**src/include/i2c_ctrl_consts.svh**
```systemverilog
/*
  Register offsets, field positions, reset values and timing figures of the
  I2C address match, SCL generator and control clear block.
  Assumes inclusion by bare name from files built with include/ on the path.
*/
`ifndef I2C_CTRL_CONSTS_SVH
`define I2C_CTRL_CONSTS_SVH

// register byte addresses
`define CTRL_SET_ADDR 32'h4000_0000
`define SLAVE_ADDR0_ADDR 32'h4000_000C
`define SCL_HIGH_ADDR 32'h4000_0010
`define SCL_LOW_ADDR 32'h4000_0014
`define CTRL_CLEAR_ADDR 32'h4000_0018
`define IRQ_STATUS_ADDR 32'h4000_0030
`define IRQ_ENABLE_ADDR 32'h4000_0034
`define IRQ_CLEAR_ADDR 32'h4000_0038

// control flag bit positions, shared by set and readback; clear uses all but the stop request bit
`define ACK_ASSERT_BIT 2
`define IRQ_FLAG_BIT 3
`define STOP_REQ_BIT 4
`define START_REQ_BIT 5
`define IFACE_EN_BIT 6

// slave address register fields
`define GEN_CALL_BIT 0
`define ADDR_MSB 7
`define ADDR_LSB 1
`define GEN_CALL_ADDR 7'h00

// interrupt status bit positions
`define EV_OWN_ADDR 0
`define EV_GEN_CALL 1
`define EV_IRQ_FLAG 2
`define EV_WIDTH 3

// reset values and minimum SCL period
`define SLAVE_ADDR_RESET 8'h00
`define SCL_PERIOD_RESET 16'h0004
`define SCL_PERIOD_MIN 16'h0004

// clock
`define CLOCK_PERIOD_NS 10

`endif

```
**src/include/i2c_ctrl_pkg.sv**
```systemverilog
/*
  Types of the I2C address match, SCL generator and control clear block.
  Assumes nothing beyond a SystemVerilog compiler.
*/
package i2c_ctrl_pkg;

  typedef logic [15:0] period_t;
  typedef logic [7:0] slave_addr_t;
  typedef logic [31:0] word_t;

  // gray along idle -> low -> high -> low
  typedef enum logic [1:0] {
    SCL_IDLE = 2'b00,
    SCL_LOW = 2'b01,
    SCL_HIGH = 2'b11
  } scl_state_t;

  function automatic period_t reload_of(input period_t p);
    reload_of = (p == 16'h0000) ? 16'h0000 : p - 16'h0001;
  endfunction : reload_of

endpackage : i2c_ctrl_pkg

```
**src/scl_phase_gen.sv**
```systemverilog
/*
  SCL bit-rate generator: times low and high phases from programmable counts.
  Assumes a single clock, synchronous active-high reset and an open-drain SCL
  whose level is resolved outside from the active-low output enable.
*/
`timescale 1ns/1ps
`default_nettype none

module scl_phase_gen
  import i2c_ctrl_pkg::*;
(
  // clock and reset
  input wire logic i_clock,
  input wire logic i_reset,
  // control
  input wire logic i_run,
  input wire logic i_hold_low,
  input wire i2c_ctrl_pkg::period_t i_high_count,
  input wire i2c_ctrl_pkg::period_t i_low_count,
  // line
  input wire logic i_scl_in,
  output logic o_scl_out,
  output logic o_scl_oe_n
);
  import i2c_ctrl_pkg::*;

  scl_state_t state_r;
  period_t count_r;

  always_ff @(posedge i_clock) begin
    if (i_reset) begin
      state_r <= SCL_IDLE;
      count_r <= 16'h0000;
      o_scl_oe_n <= 1'b1;
    end else if (!i_run) begin
      state_r <= SCL_IDLE;
      count_r <= 16'h0000;
      o_scl_oe_n <= 1'b1;
    end else begin
      case (state_r)
        SCL_IDLE: begin
          state_r <= SCL_LOW;
          count_r <= reload_of(i_low_count);
          o_scl_oe_n <= 1'b0;
        end
        SCL_LOW: begin
          if (count_r != 16'h0000) begin
            count_r <= count_r - 16'h0001;
          end else if (!i_hold_low) begin
            state_r <= SCL_HIGH;
            count_r <= reload_of(i_high_count);
            o_scl_oe_n <= 1'b1;
          end
        end
        SCL_HIGH: begin
          // other parties may stretch; high time counts only once the line is up
          if (i_scl_in) begin
            if (count_r != 16'h0000) begin
              count_r <= count_r - 16'h0001;
            end else begin
              state_r <= SCL_LOW;
              count_r <= reload_of(i_low_count);
              o_scl_oe_n <= 1'b0;
            end
          end
        end
        default: begin
          state_r <= SCL_IDLE;
          count_r <= 16'h0000;
          o_scl_oe_n <= 1'b1;
        end
      endcase
    end
  end

  // open drain: the driven level is always low
  always_ff @(posedge i_clock) begin
    o_scl_out <= 1'b0;
  end

endmodule : scl_phase_gen

`default_nettype wire

```
**src/i2c_ctrl_top.sv**
```systemverilog
/*
  I2C slave address match, SCL rate generation and control flag set/clear,
  with a register port and a level interrupt.
  Assumes the transfer engine outside supplies received address bytes,
  master mode, state-change and stop events, and reads the control flags.
*/
// Notes on behaviour
// - general-call bit set makes address 0x00 address this device
// - slave address register bits 7:1 hold the seven-bit own address
// - address recognition only in slave operation, never as master
// - slave address register of 0x00 acknowledges no address
// - reset clears the slave address registers, recognition off
// - high count gives clock cycles SCL is released high, reset 0x0004
// - low count gives clock cycles SCL is driven low, reset 0x0004
// - bit rate is clock frequency over high plus low count
// - high and low counts may differ for asymmetric duty cycle
// - clear register clears flags written one except stop request bit 4; clear bit 6 also drops the stop flag
// - clear bit 2 clears the acknowledge-assert flag
// - clear bit 3 clears the interrupt flag
// - clear bit 5 clears the start request flag
// - clear bit 6 clears interface enable, disabling the interface
// - interrupt flag set stretches SCL low; high SCL unaffected
// - disabled: bus inputs ignored, not addressed, stop flag forced zero
`timescale 1ns/1ps
`default_nettype none
`include "i2c_ctrl_consts.svh"

module i2c_ctrl_top
  import i2c_ctrl_pkg::*;
(
  // clock and reset
  input wire logic i_clock,
  input wire logic i_reset,
  // register port
  input wire i2c_ctrl_pkg::word_t i_addr,
  input wire i2c_ctrl_pkg::word_t i_wdata,
  input wire logic i_wr,
  input wire logic i_rd,
  output i2c_ctrl_pkg::word_t o_rdata,
  // interrupt
  output logic o_irq,
  // transfer engine side
  input wire logic i_master_mode,
  input wire logic i_clock_run,
  input wire logic i_addr_valid,
  input wire logic [7:0] i_addr_byte,
  input wire logic i_state_change,
  input wire logic i_stop_seen,
  output logic o_ack_flag,
  output logic o_irq_flag,
  output logic o_start_flag,
  output logic o_stop_flag,
  output logic o_iface_en,
  output logic o_addr_hit,
  output logic o_gc_hit,
  output logic o_ack_addr,
  output logic o_addressed,
  // serial clock pin
  input wire logic i_scl_in,
  output logic o_scl_out,
  output logic o_scl_oe_n
);
  import i2c_ctrl_pkg::*;

  slave_addr_t slave_addr_r;
  period_t high_r;
  period_t low_r;
  logic [`EV_WIDTH-1:0] ev_status_r;
  logic [`EV_WIDTH-1:0] ev_enable_r;
  logic [`EV_WIDTH-1:0] ev_set;
  logic wr_set;
  logic wr_clear;
  logic wr_irq_clear;
  logic own_match;
  logic gc_match;
  logic byte_seen;
  word_t rdata_nxt;

  assign wr_set = i_wr && (i_addr == `CTRL_SET_ADDR);
  assign wr_clear = i_wr && (i_addr == `CTRL_CLEAR_ADDR);
  assign wr_irq_clear = i_wr && (i_addr == `IRQ_CLEAR_ADDR);

  // disabled interface ignores the bus; master ignores the address register
  assign byte_seen = i_addr_valid && o_iface_en && !i_master_mode;
  assign own_match = byte_seen && (slave_addr_r != `SLAVE_ADDR_RESET)
    && (slave_addr_r[`ADDR_MSB:`ADDR_LSB] != `GEN_CALL_ADDR)
    && (i_addr_byte[`ADDR_MSB:`ADDR_LSB] == slave_addr_r[`ADDR_MSB:`ADDR_LSB]);
  assign gc_match = byte_seen && slave_addr_r[`GEN_CALL_BIT]
    && (i_addr_byte[`ADDR_MSB:`ADDR_LSB] == `GEN_CALL_ADDR);

  // configuration registers
  always_ff @(posedge i_clock) begin
    if (i_reset) begin
      slave_addr_r <= `SLAVE_ADDR_RESET;
      high_r <= `SCL_PERIOD_RESET;
      low_r <= `SCL_PERIOD_RESET;
      ev_enable_r <= '0;
    end else if (i_wr) begin
      case (i_addr)
        `SLAVE_ADDR0_ADDR: slave_addr_r <= i_wdata[7:0];
        `SCL_HIGH_ADDR: high_r <= i_wdata[15:0];
        `SCL_LOW_ADDR: low_r <= i_wdata[15:0];
        `IRQ_ENABLE_ADDR: ev_enable_r <= i_wdata[`EV_WIDTH-1:0];
        default: begin
        end
      endcase
    end
  end

  // acknowledge-assert flag
  always_ff @(posedge i_clock) begin
    if (i_reset) begin
      o_ack_flag <= 1'b0;
    end else if (wr_set && i_wdata[`ACK_ASSERT_BIT]) begin
      o_ack_flag <= 1'b1;
    end else if (wr_clear && i_wdata[`ACK_ASSERT_BIT]) begin
      o_ack_flag <= 1'b0;
    end
  end

  // interrupt flag: a state change wins over a clear in the same cycle
  always_ff @(posedge i_clock) begin
    if (i_reset) begin
      o_irq_flag <= 1'b0;
    end else if ((i_state_change && o_iface_en) || (wr_set && i_wdata[`IRQ_FLAG_BIT])) begin
      o_irq_flag <= 1'b1;
    end else if (wr_clear && i_wdata[`IRQ_FLAG_BIT]) begin
      o_irq_flag <= 1'b0;
    end
  end

  // start request flag
  always_ff @(posedge i_clock) begin
    if (i_reset) begin
      o_start_flag <= 1'b0;
    end else if (wr_set && i_wdata[`START_REQ_BIT]) begin
      o_start_flag <= 1'b1;
    end else if (wr_clear && i_wdata[`START_REQ_BIT]) begin
      o_start_flag <= 1'b0;
    end
  end

  // interface enable flag
  always_ff @(posedge i_clock) begin
    if (i_reset) begin
      o_iface_en <= 1'b0;
    end else if (wr_set && i_wdata[`IFACE_EN_BIT]) begin
      o_iface_en <= 1'b1;
    end else if (wr_clear && i_wdata[`IFACE_EN_BIT]) begin
      o_iface_en <= 1'b0;
    end
  end

  // stop request flag: cleared by a seen stop, held at zero while disabled
  always_ff @(posedge i_clock) begin
    if (i_reset) begin
      o_stop_flag <= 1'b0;
    end else if (!o_iface_en || (wr_clear && i_wdata[`IFACE_EN_BIT])) begin
      o_stop_flag <= 1'b0;
    end else if (wr_set && i_wdata[`STOP_REQ_BIT]) begin
      o_stop_flag <= 1'b1;
    end else if (i_stop_seen) begin
      o_stop_flag <= 1'b0;
    end
  end

  // address recognition results
  always_ff @(posedge i_clock) begin
    if (i_reset) begin
      o_addr_hit <= 1'b0;
      o_gc_hit <= 1'b0;
      o_ack_addr <= 1'b0;
    end else begin
      o_addr_hit <= own_match;
      o_gc_hit <= gc_match;
      o_ack_addr <= (own_match || gc_match) && o_ack_flag;
    end
  end

  // addressed slave state
  always_ff @(posedge i_clock) begin
    if (i_reset) begin
      o_addressed <= 1'b0;
    end else if (!o_iface_en || i_master_mode) begin
      o_addressed <= 1'b0;
    end else if ((own_match || gc_match) && o_ack_flag) begin
      o_addressed <= 1'b1;
    end else if (i_stop_seen || (wr_set && i_wdata[`STOP_REQ_BIT])) begin
      o_addressed <= 1'b0;
    end
  end

  // sticky event status, set wins over clear
  assign ev_set = {o_iface_en && i_state_change, gc_match, own_match};

  always_ff @(posedge i_clock) begin
    if (i_reset) begin
      ev_status_r <= '0;
    end else if (wr_irq_clear) begin
      ev_status_r <= (ev_status_r & ~i_wdata[`EV_WIDTH-1:0]) | ev_set;
    end else begin
      ev_status_r <= ev_status_r | ev_set;
    end
  end

  always_ff @(posedge i_clock) begin
    if (i_reset) begin
      o_irq <= 1'b0;
    end else begin
      o_irq <= |(ev_status_r & ev_enable_r);
    end
  end

  // register read, data in the next cycle
  always_comb begin
    rdata_nxt = '0;
    case (i_addr)
      `CTRL_SET_ADDR: begin
        rdata_nxt[`ACK_ASSERT_BIT] = o_ack_flag;
        rdata_nxt[`IRQ_FLAG_BIT] = o_irq_flag;
        rdata_nxt[`STOP_REQ_BIT] = o_stop_flag;
        rdata_nxt[`START_REQ_BIT] = o_start_flag;
        rdata_nxt[`IFACE_EN_BIT] = o_iface_en;
      end
      `SLAVE_ADDR0_ADDR: rdata_nxt[7:0] = slave_addr_r;
      `SCL_HIGH_ADDR: rdata_nxt[15:0] = high_r;
      `SCL_LOW_ADDR: rdata_nxt[15:0] = low_r;
      `IRQ_STATUS_ADDR: rdata_nxt[`EV_WIDTH-1:0] = ev_status_r;
      `IRQ_ENABLE_ADDR: rdata_nxt[`EV_WIDTH-1:0] = ev_enable_r;
      default: rdata_nxt = '0;
    endcase
  end

  always_ff @(posedge i_clock) begin
    if (i_reset) begin
      o_rdata <= '0;
    end else if (i_rd) begin
      o_rdata <= rdata_nxt;
    end else begin
      o_rdata <= '0;
    end
  end

  scl_phase_gen u_scl_gen (
    .i_clock(i_clock),
    .i_reset(i_reset),
    .i_run(i_clock_run && o_iface_en && i_master_mode),
    .i_hold_low(o_irq_flag),
    .i_high_count(high_r),
    .i_low_count(low_r),
    .i_scl_in(i_scl_in && o_iface_en),
    .o_scl_out(o_scl_out),
    .o_scl_oe_n(o_scl_oe_n)
  );

  // checking helpers: length of the last low phase, and whether it was disturbed
  period_t low_len_r;
  logic low_disturbed_r;

  always_ff @(posedge i_clock) begin
    if (i_reset || o_scl_oe_n) begin
      low_len_r <= 16'h0000;
      low_disturbed_r <= 1'b0;
    end else begin
      low_len_r <= low_len_r + 16'h0001;
      low_disturbed_r <= low_disturbed_r || o_irq_flag || !i_clock_run
        || !o_iface_en || !i_master_mode || (i_wr && (i_addr == `SCL_LOW_ADDR));
    end
  end

  a_gc_recognised: assert property (
    @(posedge i_clock) disable iff (i_reset)
    (i_addr_valid && o_iface_en && !i_master_mode && slave_addr_r[0]
      && (i_addr_byte[7:1] == 7'h00)) |=> o_gc_hit)
    else $error("general call not recognised");

  a_own_addr_match: assert property (
    @(posedge i_clock) disable iff (i_reset)
    (i_addr_valid && o_iface_en && !i_master_mode && (slave_addr_r[7:1] != 7'h00)
      && (i_addr_byte[7:1] == slave_addr_r[7:1])) |=> o_addr_hit)
    else $error("own address not matched");

  a_master_no_match: assert property (
    @(posedge i_clock) disable iff (i_reset)
    i_master_mode |=> !o_addr_hit && !o_gc_hit && !o_addressed)
    else $error("address recognised in master operation");

  a_zero_addr_silent: assert property (
    @(posedge i_clock) disable iff (i_reset)
    (slave_addr_r == 8'h00) |=> !o_addr_hit && !o_gc_hit && !o_ack_addr)
    else $error("disabled address register acknowledged");

  a_reset_defaults: assert property (
    @(posedge i_clock)
    $past(i_reset) && !i_reset |-> (slave_addr_r == 8'h00) && (high_r == 16'h0004)
      && (low_r == 16'h0004))
    else $error("wrong reset values");

  a_low_phase_len: assert property (
    @(posedge i_clock) disable iff (i_reset)
    $rose(o_scl_oe_n) && !$past(low_disturbed_r) && ($past(low_r) >= 16'h0001)
      |-> ($past(low_len_r) + 16'h0001 == $past(low_r)))
    else $error("scl low phase length wrong");

  a_irq_stretch_low: assert property (
    @(posedge i_clock) disable iff (i_reset)
    !o_scl_oe_n && o_irq_flag && i_clock_run && o_iface_en && i_master_mode
      |=> !o_scl_oe_n)
    else $error("scl released while interrupt flag set");

  a_clear_ack_flag: assert property (
    @(posedge i_clock) disable iff (i_reset)
    i_wr && (i_addr == 32'h4000_0018) && i_wdata[2] |=> !o_ack_flag)
    else $error("ack flag not cleared");

  a_clear_zero_keeps: assert property (
    @(posedge i_clock) disable iff (i_reset)
    i_wr && (i_addr == 32'h4000_0018) && !i_wdata[5] |=> $stable(o_start_flag))
    else $error("clear of zero bit changed start flag");

  a_clear_irq_flag: assert property (
    @(posedge i_clock) disable iff (i_reset)
    i_wr && (i_addr == 32'h4000_0018) && i_wdata[3] && !i_state_change |=> !o_irq_flag)
    else $error("interrupt flag not cleared");

  a_clear_start_en: assert property (
    @(posedge i_clock) disable iff (i_reset)
    i_wr && (i_addr == 32'h4000_0018) && i_wdata[5] && i_wdata[6]
      |=> !o_start_flag && !o_iface_en ##1 !o_stop_flag)
    else $error("start or enable flag not cleared");

  a_disabled_idle: assert property (
    @(posedge i_clock) disable iff (i_reset)
    !o_iface_en ##1 !o_iface_en |-> !o_stop_flag && !o_addressed && o_scl_oe_n)
    else $error("disabled interface not idle");

endmodule : i2c_ctrl_top

`default_nettype wire

```
**config.mk**
```make
export PLATFORM = sky130hd
export DESIGN_NAME = i2c_ctrl_top
export DESIGN_NICKNAME = d
export VERILOG_FILES = /design/src/include/i2c_ctrl_pkg.sv /design/src/scl_phase_gen.sv /design/src/i2c_ctrl_top.sv
export VERILOG_INCLUDE_DIRS = /design/src /design/src/include
export SDC_FILE = /design/constraint.sdc
export NUM_CORES = 1
export LEC_CHECK = 0
export ABC_AREA = 1
export BUFFER_PORTS_ARGS = -buffer_cell sky130_fd_sc_hd__buf_2
export CAP_MARGIN = 10
export CELL_PAD_IN_SITES_DETAIL_PLACEMENT = 0
export CELL_PAD_IN_SITES_GLOBAL_PLACEMENT = 1
export CORE_ASPECT_RATIO = 0.5
export CORE_UTILIZATION = 34
export CTS_CLUSTER_DIAMETER = 30
export CTS_CLUSTER_SIZE = 8
export DETAILED_ROUTE_END_ITERATION = 7
export PLACE_DENSITY_LB_ADDON = 0.1
export REMOVE_ABC_BUFFERS = 1
export SYNTH_ARGS = -nofsm -noshare
export SYNTH_HDL_FRONTEND = slang
export SYNTH_SLANG_ARGS = --single-unit
```
**constraint.sdc**
```tcl
create_clock -name i_clock -period 1.6 [get_ports i_clock]
set_clock_uncertainty 0.1 [all_clocks]
set_input_delay 0.16 -clock i_clock [delete_from_list [all_inputs] [get_ports i_clock]]
set_output_delay 0.16 -clock i_clock [all_outputs]
set_load 0.1 [all_outputs]
```
Word level (Yosys, flattened, before mapping)
Cells that the tools add are included.
{"block": "totals", "register_bits": 107, "latch_bits": 0, "mem_bits_rw": 0, "romBits": 0, "input_bits": 82, "out_inout_bits": 44, "word_cells": 136, "mem_count": 0}
{"block": "classes", "addsub": 3, "n_mul": 0, "div": 0, "n_lt_le_gt_ge": 0, "n_eq_ne": 16, "shift": 0, "n_mux": 35, "n_bitwise": 7, "reduce_logical": 55}
{"op": "$eq A32 B31 Y1 const B", "count": 8}
{"op": "$mux W16", "count": 6}
{"op": "$pmux W16 S3", "count": 1}
{"op": "$sub A16 B1 Y16 const B", "count": 3}
{"op": "$logic_not A16 Y1", "count": 2}
{"op": "$logic_and A1 B1 Y1", "count": 24}
{"op": "$mux W1", "count": 16}
{"op": "$pmux W4 S4", "count": 1}
{"op": "$pmux W8 S2", "count": 1}
{"op": "$reduce_bool A16 Y1", "count": 1}
{"op": "$reduce_bool A2 Y1", "count": 6}
{"op": "$pmux W2 S5", "count": 1}
{"op": "$reduce_and A2 Y1", "count": 5}
{"op": "$mux W2", "count": 4}
{"op": "$reduce_bool A8 Y1", "count": 1}
{"op": "$reduce_or A2 Y1", "count": 4}
{"op": "$eq A7 B7 Y1", "count": 1}
{"op": "$logic_not A7 Y1", "count": 1}
{"op": "$reduce_bool A7 Y1", "count": 1}
{"op": "$and A3 B3 Y3", "count": 2}
{"op": "$ne A2 B2 Y1 const B", "count": 3}
{"op": "$or A3 B3 Y3", "count": 2}
{"op": "$pmux W1 S3", "count": 2}
{"op": "$pmux W1 S6", "count": 1}
{"op": "13 further kinds", "count": 19}

Longest topological paths before layout
{"block": "logic_depth", "word_depth": 8, "depth_mapped": 13, "mapped_depth_nobuf": 13}

By module
Synthesis repeated with hierarchy kept, for this count alone.
{"block": "hier_totals", "hier_cells": 950, "hier_area_um2": 6032.0}
{"module": "i2c_ctrl_top", "n_inst": 1, "cells_per_inst": 527, "area_each_um2": 3593.4, "seq_area_each_um2": 1441.4}
{"module": "scl_phase_gen", "n_inst": 1, "cells_per_inst": 423, "area_each_um2": 2438.6, "seq_area_each_um2": 380.4}

Worst setup path after synthesis
No wires, ideal clock.
{"block": "synth_path", "path_kind": "register -> register", "from": "register o_iface_en", "to": "register u_scl_gen.count_r[10]", "setup_time_ps": 70, "t_arrival_ps": 1903, "required_time_ps": 1430, "setup_slack_ps": -473, "path_stages_with_launch": 8, "path_buffers": 1, "period_less_slack_ps": 2073, "cell_sequence": "dfxtp_1 nand2_1 nand2_1 o21ai_4 nor2_2 buf_2 nand2_1 a21oi_1"}
{"block": "synth_between", "elab_chain_cells": 4, "elab_cells_between_ends": 7, "cone_classes": "1 x eq/ne; 1 x bitwise; 5 x reduce/logical"}
{"item": "start, declared", "line_no": "i2c_ctrl_top.sv:53", "rtl": "output logic o_iface_en,"}
{"item": "start signal, assigned", "line_no": "i2c_ctrl_top.sv:146", "rtl": "o_iface_en <= 1'b0;"}
{"item": "start signal, assigned", "line_no": "i2c_ctrl_top.sv:148", "rtl": "o_iface_en <= 1'b1;"}
{"item": "start signal, assigned", "line_no": "i2c_ctrl_top.sv:150", "rtl": "o_iface_en <= 1'b0;"}
{"item": "parallel branches: the longest is 4 deep, another holds $ne A2 B1 Y1"}
{"item": "end signal, assigned", "line_no": "scl_phase_gen.sv:51", "rtl": "count_r <= reload_of(i_high_count);"}
{"item": "end signal, assigned", "line_no": "scl_phase_gen.sv:59", "rtl": "count_r <= count_r - 16'h0001;"}
{"item": "end signal, assigned", "line_no": "scl_phase_gen.sv:62", "rtl": "count_r <= reload_of(i_low_count);"}
{"item": "end, declared", "line_no": "scl_phase_gen.sv:28", "rtl": "period_t count_r;"}
Several ways; the timed one is not identified.
A chain may end at the register's enable or synchronous reset.

Worst setup path in the final report
{"block": "layout_path", "from": "register u_scl_gen.count_r[0]", "to": "register u_scl_gen.count_r[2]"}
{"block": "layout_between", "elab_chain_cells": 4, "elab_cells_between_ends": 8, "cone_classes": "1 x add/sub; 1 x eq/ne; 4 x mux; 2 x reduce/logical"}
{"item": "start signal, assigned", "line_no": "scl_phase_gen.sv:43", "rtl": "count_r <= reload_of(i_low_count);"}
{"item": "start signal, assigned", "line_no": "scl_phase_gen.sv:48", "rtl": "count_r <= count_r - 16'h0001;"}
{"item": "start signal, assigned", "line_no": "scl_phase_gen.sv:51"}
{"item": "$sub A16 B1 Y16 / $reduce_bool A16 Y1 (equally long branches)"}
{"item": "$mux W16", "line_no": "scl_phase_gen.sv:58", "rtl": "if (count_r != 16'h0000) begin"}
{"item": "$mux W16", "line_no": "scl_phase_gen.sv:57", "rtl": "if (i_scl_in) begin"}
{"item": "$pmux W16 S3", "line_no": "scl_phase_gen.sv:40", "rtl": "case (state_r)"}
Parallel ways exist; a longest one is shown, timed or not. The select of a mux whose other input is x is not followed.

==> out/metrics.cfg <==
[flow_run]
cap_violations=0

[min_path]
worstHoldPathCells=3
hold_path.startpoint=i_wdata[1]
hold_path_end=slave_addr_r[1]
min_path_type=in -> reg

[worst_setup_path]
endpoint_kind=register
timing.setup.critical_path_class=reg -> reg
r2r_setup_slack_ns=-0.18
rr_worst_depth=11
arrival_ns=1.97
startpoint_type=register
r2r_start=u_scl_gen.count_r[0]
critPathMaxFanout=13
rr_endpoint=u_scl_gen.count_r[2]
critical_path_required_ns=1.80

[clocking]
cts-root-buf=clkbuf_16
cts_buffer_depth=2
cts_max_level=3
clk_latency_ns=0.36
clock-sinks=91
clk_pin_slew_ns=0.08
cts-buffers-inserted=9
cts_tree=yes

[floorplanning]
initial_core_util_pct=35.9
core_um2=15900
row_count=32
fp.dieH_um=93.4
fp.dieW_um=185
ioPinCount=126
dieArea_um2=17300

[global_route]
grt_pass1_vias=6066
grt_max_degree=48
globalRouteOverflowTotal=0
antenna_found_initial=0
grt_util_all_layers_pct=24.1
grt_pass1_wl_mm=31.9

[placed_design]
dp_hpwl_mm=15.3
gp_congestion=0.914
dpl.cell_count=1324
post-place-ws_ns=-0.388
port_buffers=91

[timing]
min_period_over_period_pct=111
rsz0062_at_grt=true
finalCriticalPeriod_ns=1.78
fmax_ghz=0.562
setup_ws_ns=-0.178
drv_slew=0
setup_viol=19
final-hold-violation-count=0

[detailed_routing]
drt_pass1_iterations=5
routed_via_density=4.63
routed_wl_mm=19.5
vias=6291
drt-initial-drc-count=385
post_drt_wl_per_cell_um=14.3
ant_nets=0
drc=0

[finish]
fillers=1621
drive_above_1_share_pct=30.9
area_growth_pct=44.6
final_util_pct=51.9
fin_nets=1224
stdcell_count=1360
antenna_cells=0

[power_and_ir_drop]
power_density_nw_per_um2=607
vdd_ir_drop_max_mv=0.427
leakage_uw=0.00416

[synthesis]
avgSynthCellArea_um2=6.40
netlist_top_cells_area=dfxtp_1 (32%), nand2_1 (15%), nor2_1 (11%), nand3_1 (7.7%), inv_1 (5.3%)
synth.top_cell.area_share_pct=32.0
yosysWarnings=0
synth_area_leader_cell=dfxtp_1
ys_seq_area_share_pct=32.0
syn_area_um2=5690
synth-seq-cells=91
synth_cell_types=39
syn_inst=889

[run_status]
outcome=finished with violations
violations=setup timing

stage by stage:
stage                     total power, µW  hold WS [ns]  cell area, µm²  TNS (ns)
after floorplan                      2550         0.129            5490    -10.92
after global placement               2700         0.304            7380    -12.52
after detailed placement             2700         0.311            7380    -13.26
after CTS                            5050       0.00262            8010     -3.41
after global routing                 5190        0.0239            8220     -4.62
final                                4990        0.0210            8220     -2.80
layout make-up:
cell class / instances / area (µm²) / area share [%]
inverter: 84 / 320 / 3.90
timing repair buffer: 254 / 1820 / 22.2
tap: 221 / 277 / 3.36
clock buffer: 9 / 225 / 2.74
clock inverter: 7 / 93.8 / 1.14
sequential: 91 / 1830 / 22.2
multi-input combinational: 694 / 3660 / 44.5
repair_timing:
action                                  in CTS  in global routing
resized for setup                           33                 60
hold buffers                                11                  0
endpoints found under the hold margin       20                  0
endpoints found under the setup margin      20                 21
setup buffers                                7                  3
cloned                                       1                  0
pin swaps                                   18                 24
cells in the mapped netlist:
| cell type | count |
|---|---|
| nor2_8 | 3 |
| o22ai_1 | 1 |
| buf_4 | 20 |
| nand2_4 | 3 |
| inv_1 | 80 |
| clkbuf_1 | 8 |
| ha_1 | 8 |
| nor2_1 | 168 |
| o211ai_1 | 4 |
| nand2_1 | 225 |
| o21ai_0 | 51 |
| clkinv_1 | 2 |
| conb_1 | 1 |
| xor2_1 | 28 |
| nor4_4 | 2 |
| a21oi_1 | 40 |
| o21ai_4 | 1 |
| nor3_1 | 12 |
| nand3_1 | 87 |
| nor2_2 | 5 |
| xnor2_1 | 4 |
| o21ai_1 | 7 |
| nand3_4 | 1 |
| nor3b_1 | 1 |
| o21bai_2 | 1 |
| nor3b_2 | 2 |
| buf_6 | 5 |
| inv_2 | 2 |
| a21oi_2 | 1 |
| nand3b_1 | 4 |
| nand2_2 | 1 |
| nor4_1 | 2 |
| or2_2 | 3 |
| buf_2 | 3 |
| dfxtp_1 | 91 |
| nor4b_1 | 1 |
| o31ai_1 | 1 |
| nor2_4 | 3 |
| nand4_1 | 7 |
registers in the layout, indices dropped and copies added, names as in the netlist, 2 cells and up:
name,count
u_scl_gen.state_r,2
u_scl_gen.count_r,16
high_r,16
o_rdata,16
slave_addr_r,8
low_r,16
ev_enable_r,3
ev_status_r,3
worst max-delay path: stages (launching register included):
cell	delay, ns
dfxtp_2	0.33
inv_2	0.08
ha_4	0.14
nand3_2	0.08
nor2_2	0.10
nand2_2	0.07
buf_6	0.13
buf_4	0.13
o21ai_4	0.16
buf_6	0.18
nand2_1	0.09
a21oi_2	0.13
metal layers:
| metal | part of all wire, % | vias up | global-route usage (%) | routed length [µm] |
|---|---|---|---|---|
| li1 | - | 3301 | - | - |
| met1 | 51 | 2824 | 33.7 | 9920 |
| met2 | 44 | 153 | 38.8 | 8630 |
| met3 | 4.3 | 13 | 4.36 | 832 |
| met4 | 0.66 | 0 | 4.13 | 129 |
| met5 | 0 | - | 0 | 0 |
cell families (layout without fill, tap and decap cells):
family | count (synthesis) | count (layout) | share of synthesized area (%)
and+or+nand+nor | 530 | 530 | 41.2
AOI/OAI and AO/OA | 107 | 107 | 10.0
DFF | 91 | 91 | 32.0
other | 1 | 17 | 0.0660
adders and majority gates | 8 | 8 | 1.76
buffers and inverters | 120 | 354 | 9.97
xor gates and xnor gates | 32 | 32 | 4.93
power by group:
group | switching [µW] | internal, µW | leakage (µW)
clock network | 1060 | 1260 | 0.000153
registers | 0.000000389 | 2260 | 0.000735
logic | 298 | 109 | 0.00327
total | 1360 | 3630 | 0.00416
placed cells by master (no fill, tap or decap), types with 27 or more instances in the layout:
cell     synthesis  routed
a21oi_1         40      37
dfxtp_1         91      87
buf_4           20     141
inv_1           80      74
o21ai_0         51      49
nand3_1         87      73
buf_2            3      89
nor2_1         168     148
nand2_1        225     217
xor2_1          28      27
worst max-delay path by stage:
stage	startpoint	endpoint	slack [ns]	cells past startpoint
finish	u_scl_gen.count_r[0]	u_scl_gen.count_r[2]	-0.18	11
detailed placement	high_r[0]	u_scl_gen.count_r[10]	-0.39	10
global route	u_scl_gen.count_r[0]	u_scl_gen.count_r[11]	-0.28	12
CTS	u_scl_gen.count_r[1]	u_scl_gen.count_r[7]	-0.23	13
global placement	u_scl_gen.count_r[1]	u_scl_gen.count_r[10]	-0.39	10
floorplan	o_iface_en	u_scl_gen.count_r[0]	-0.53	6
Note: power is estimated with default switching activity, not from simulation.
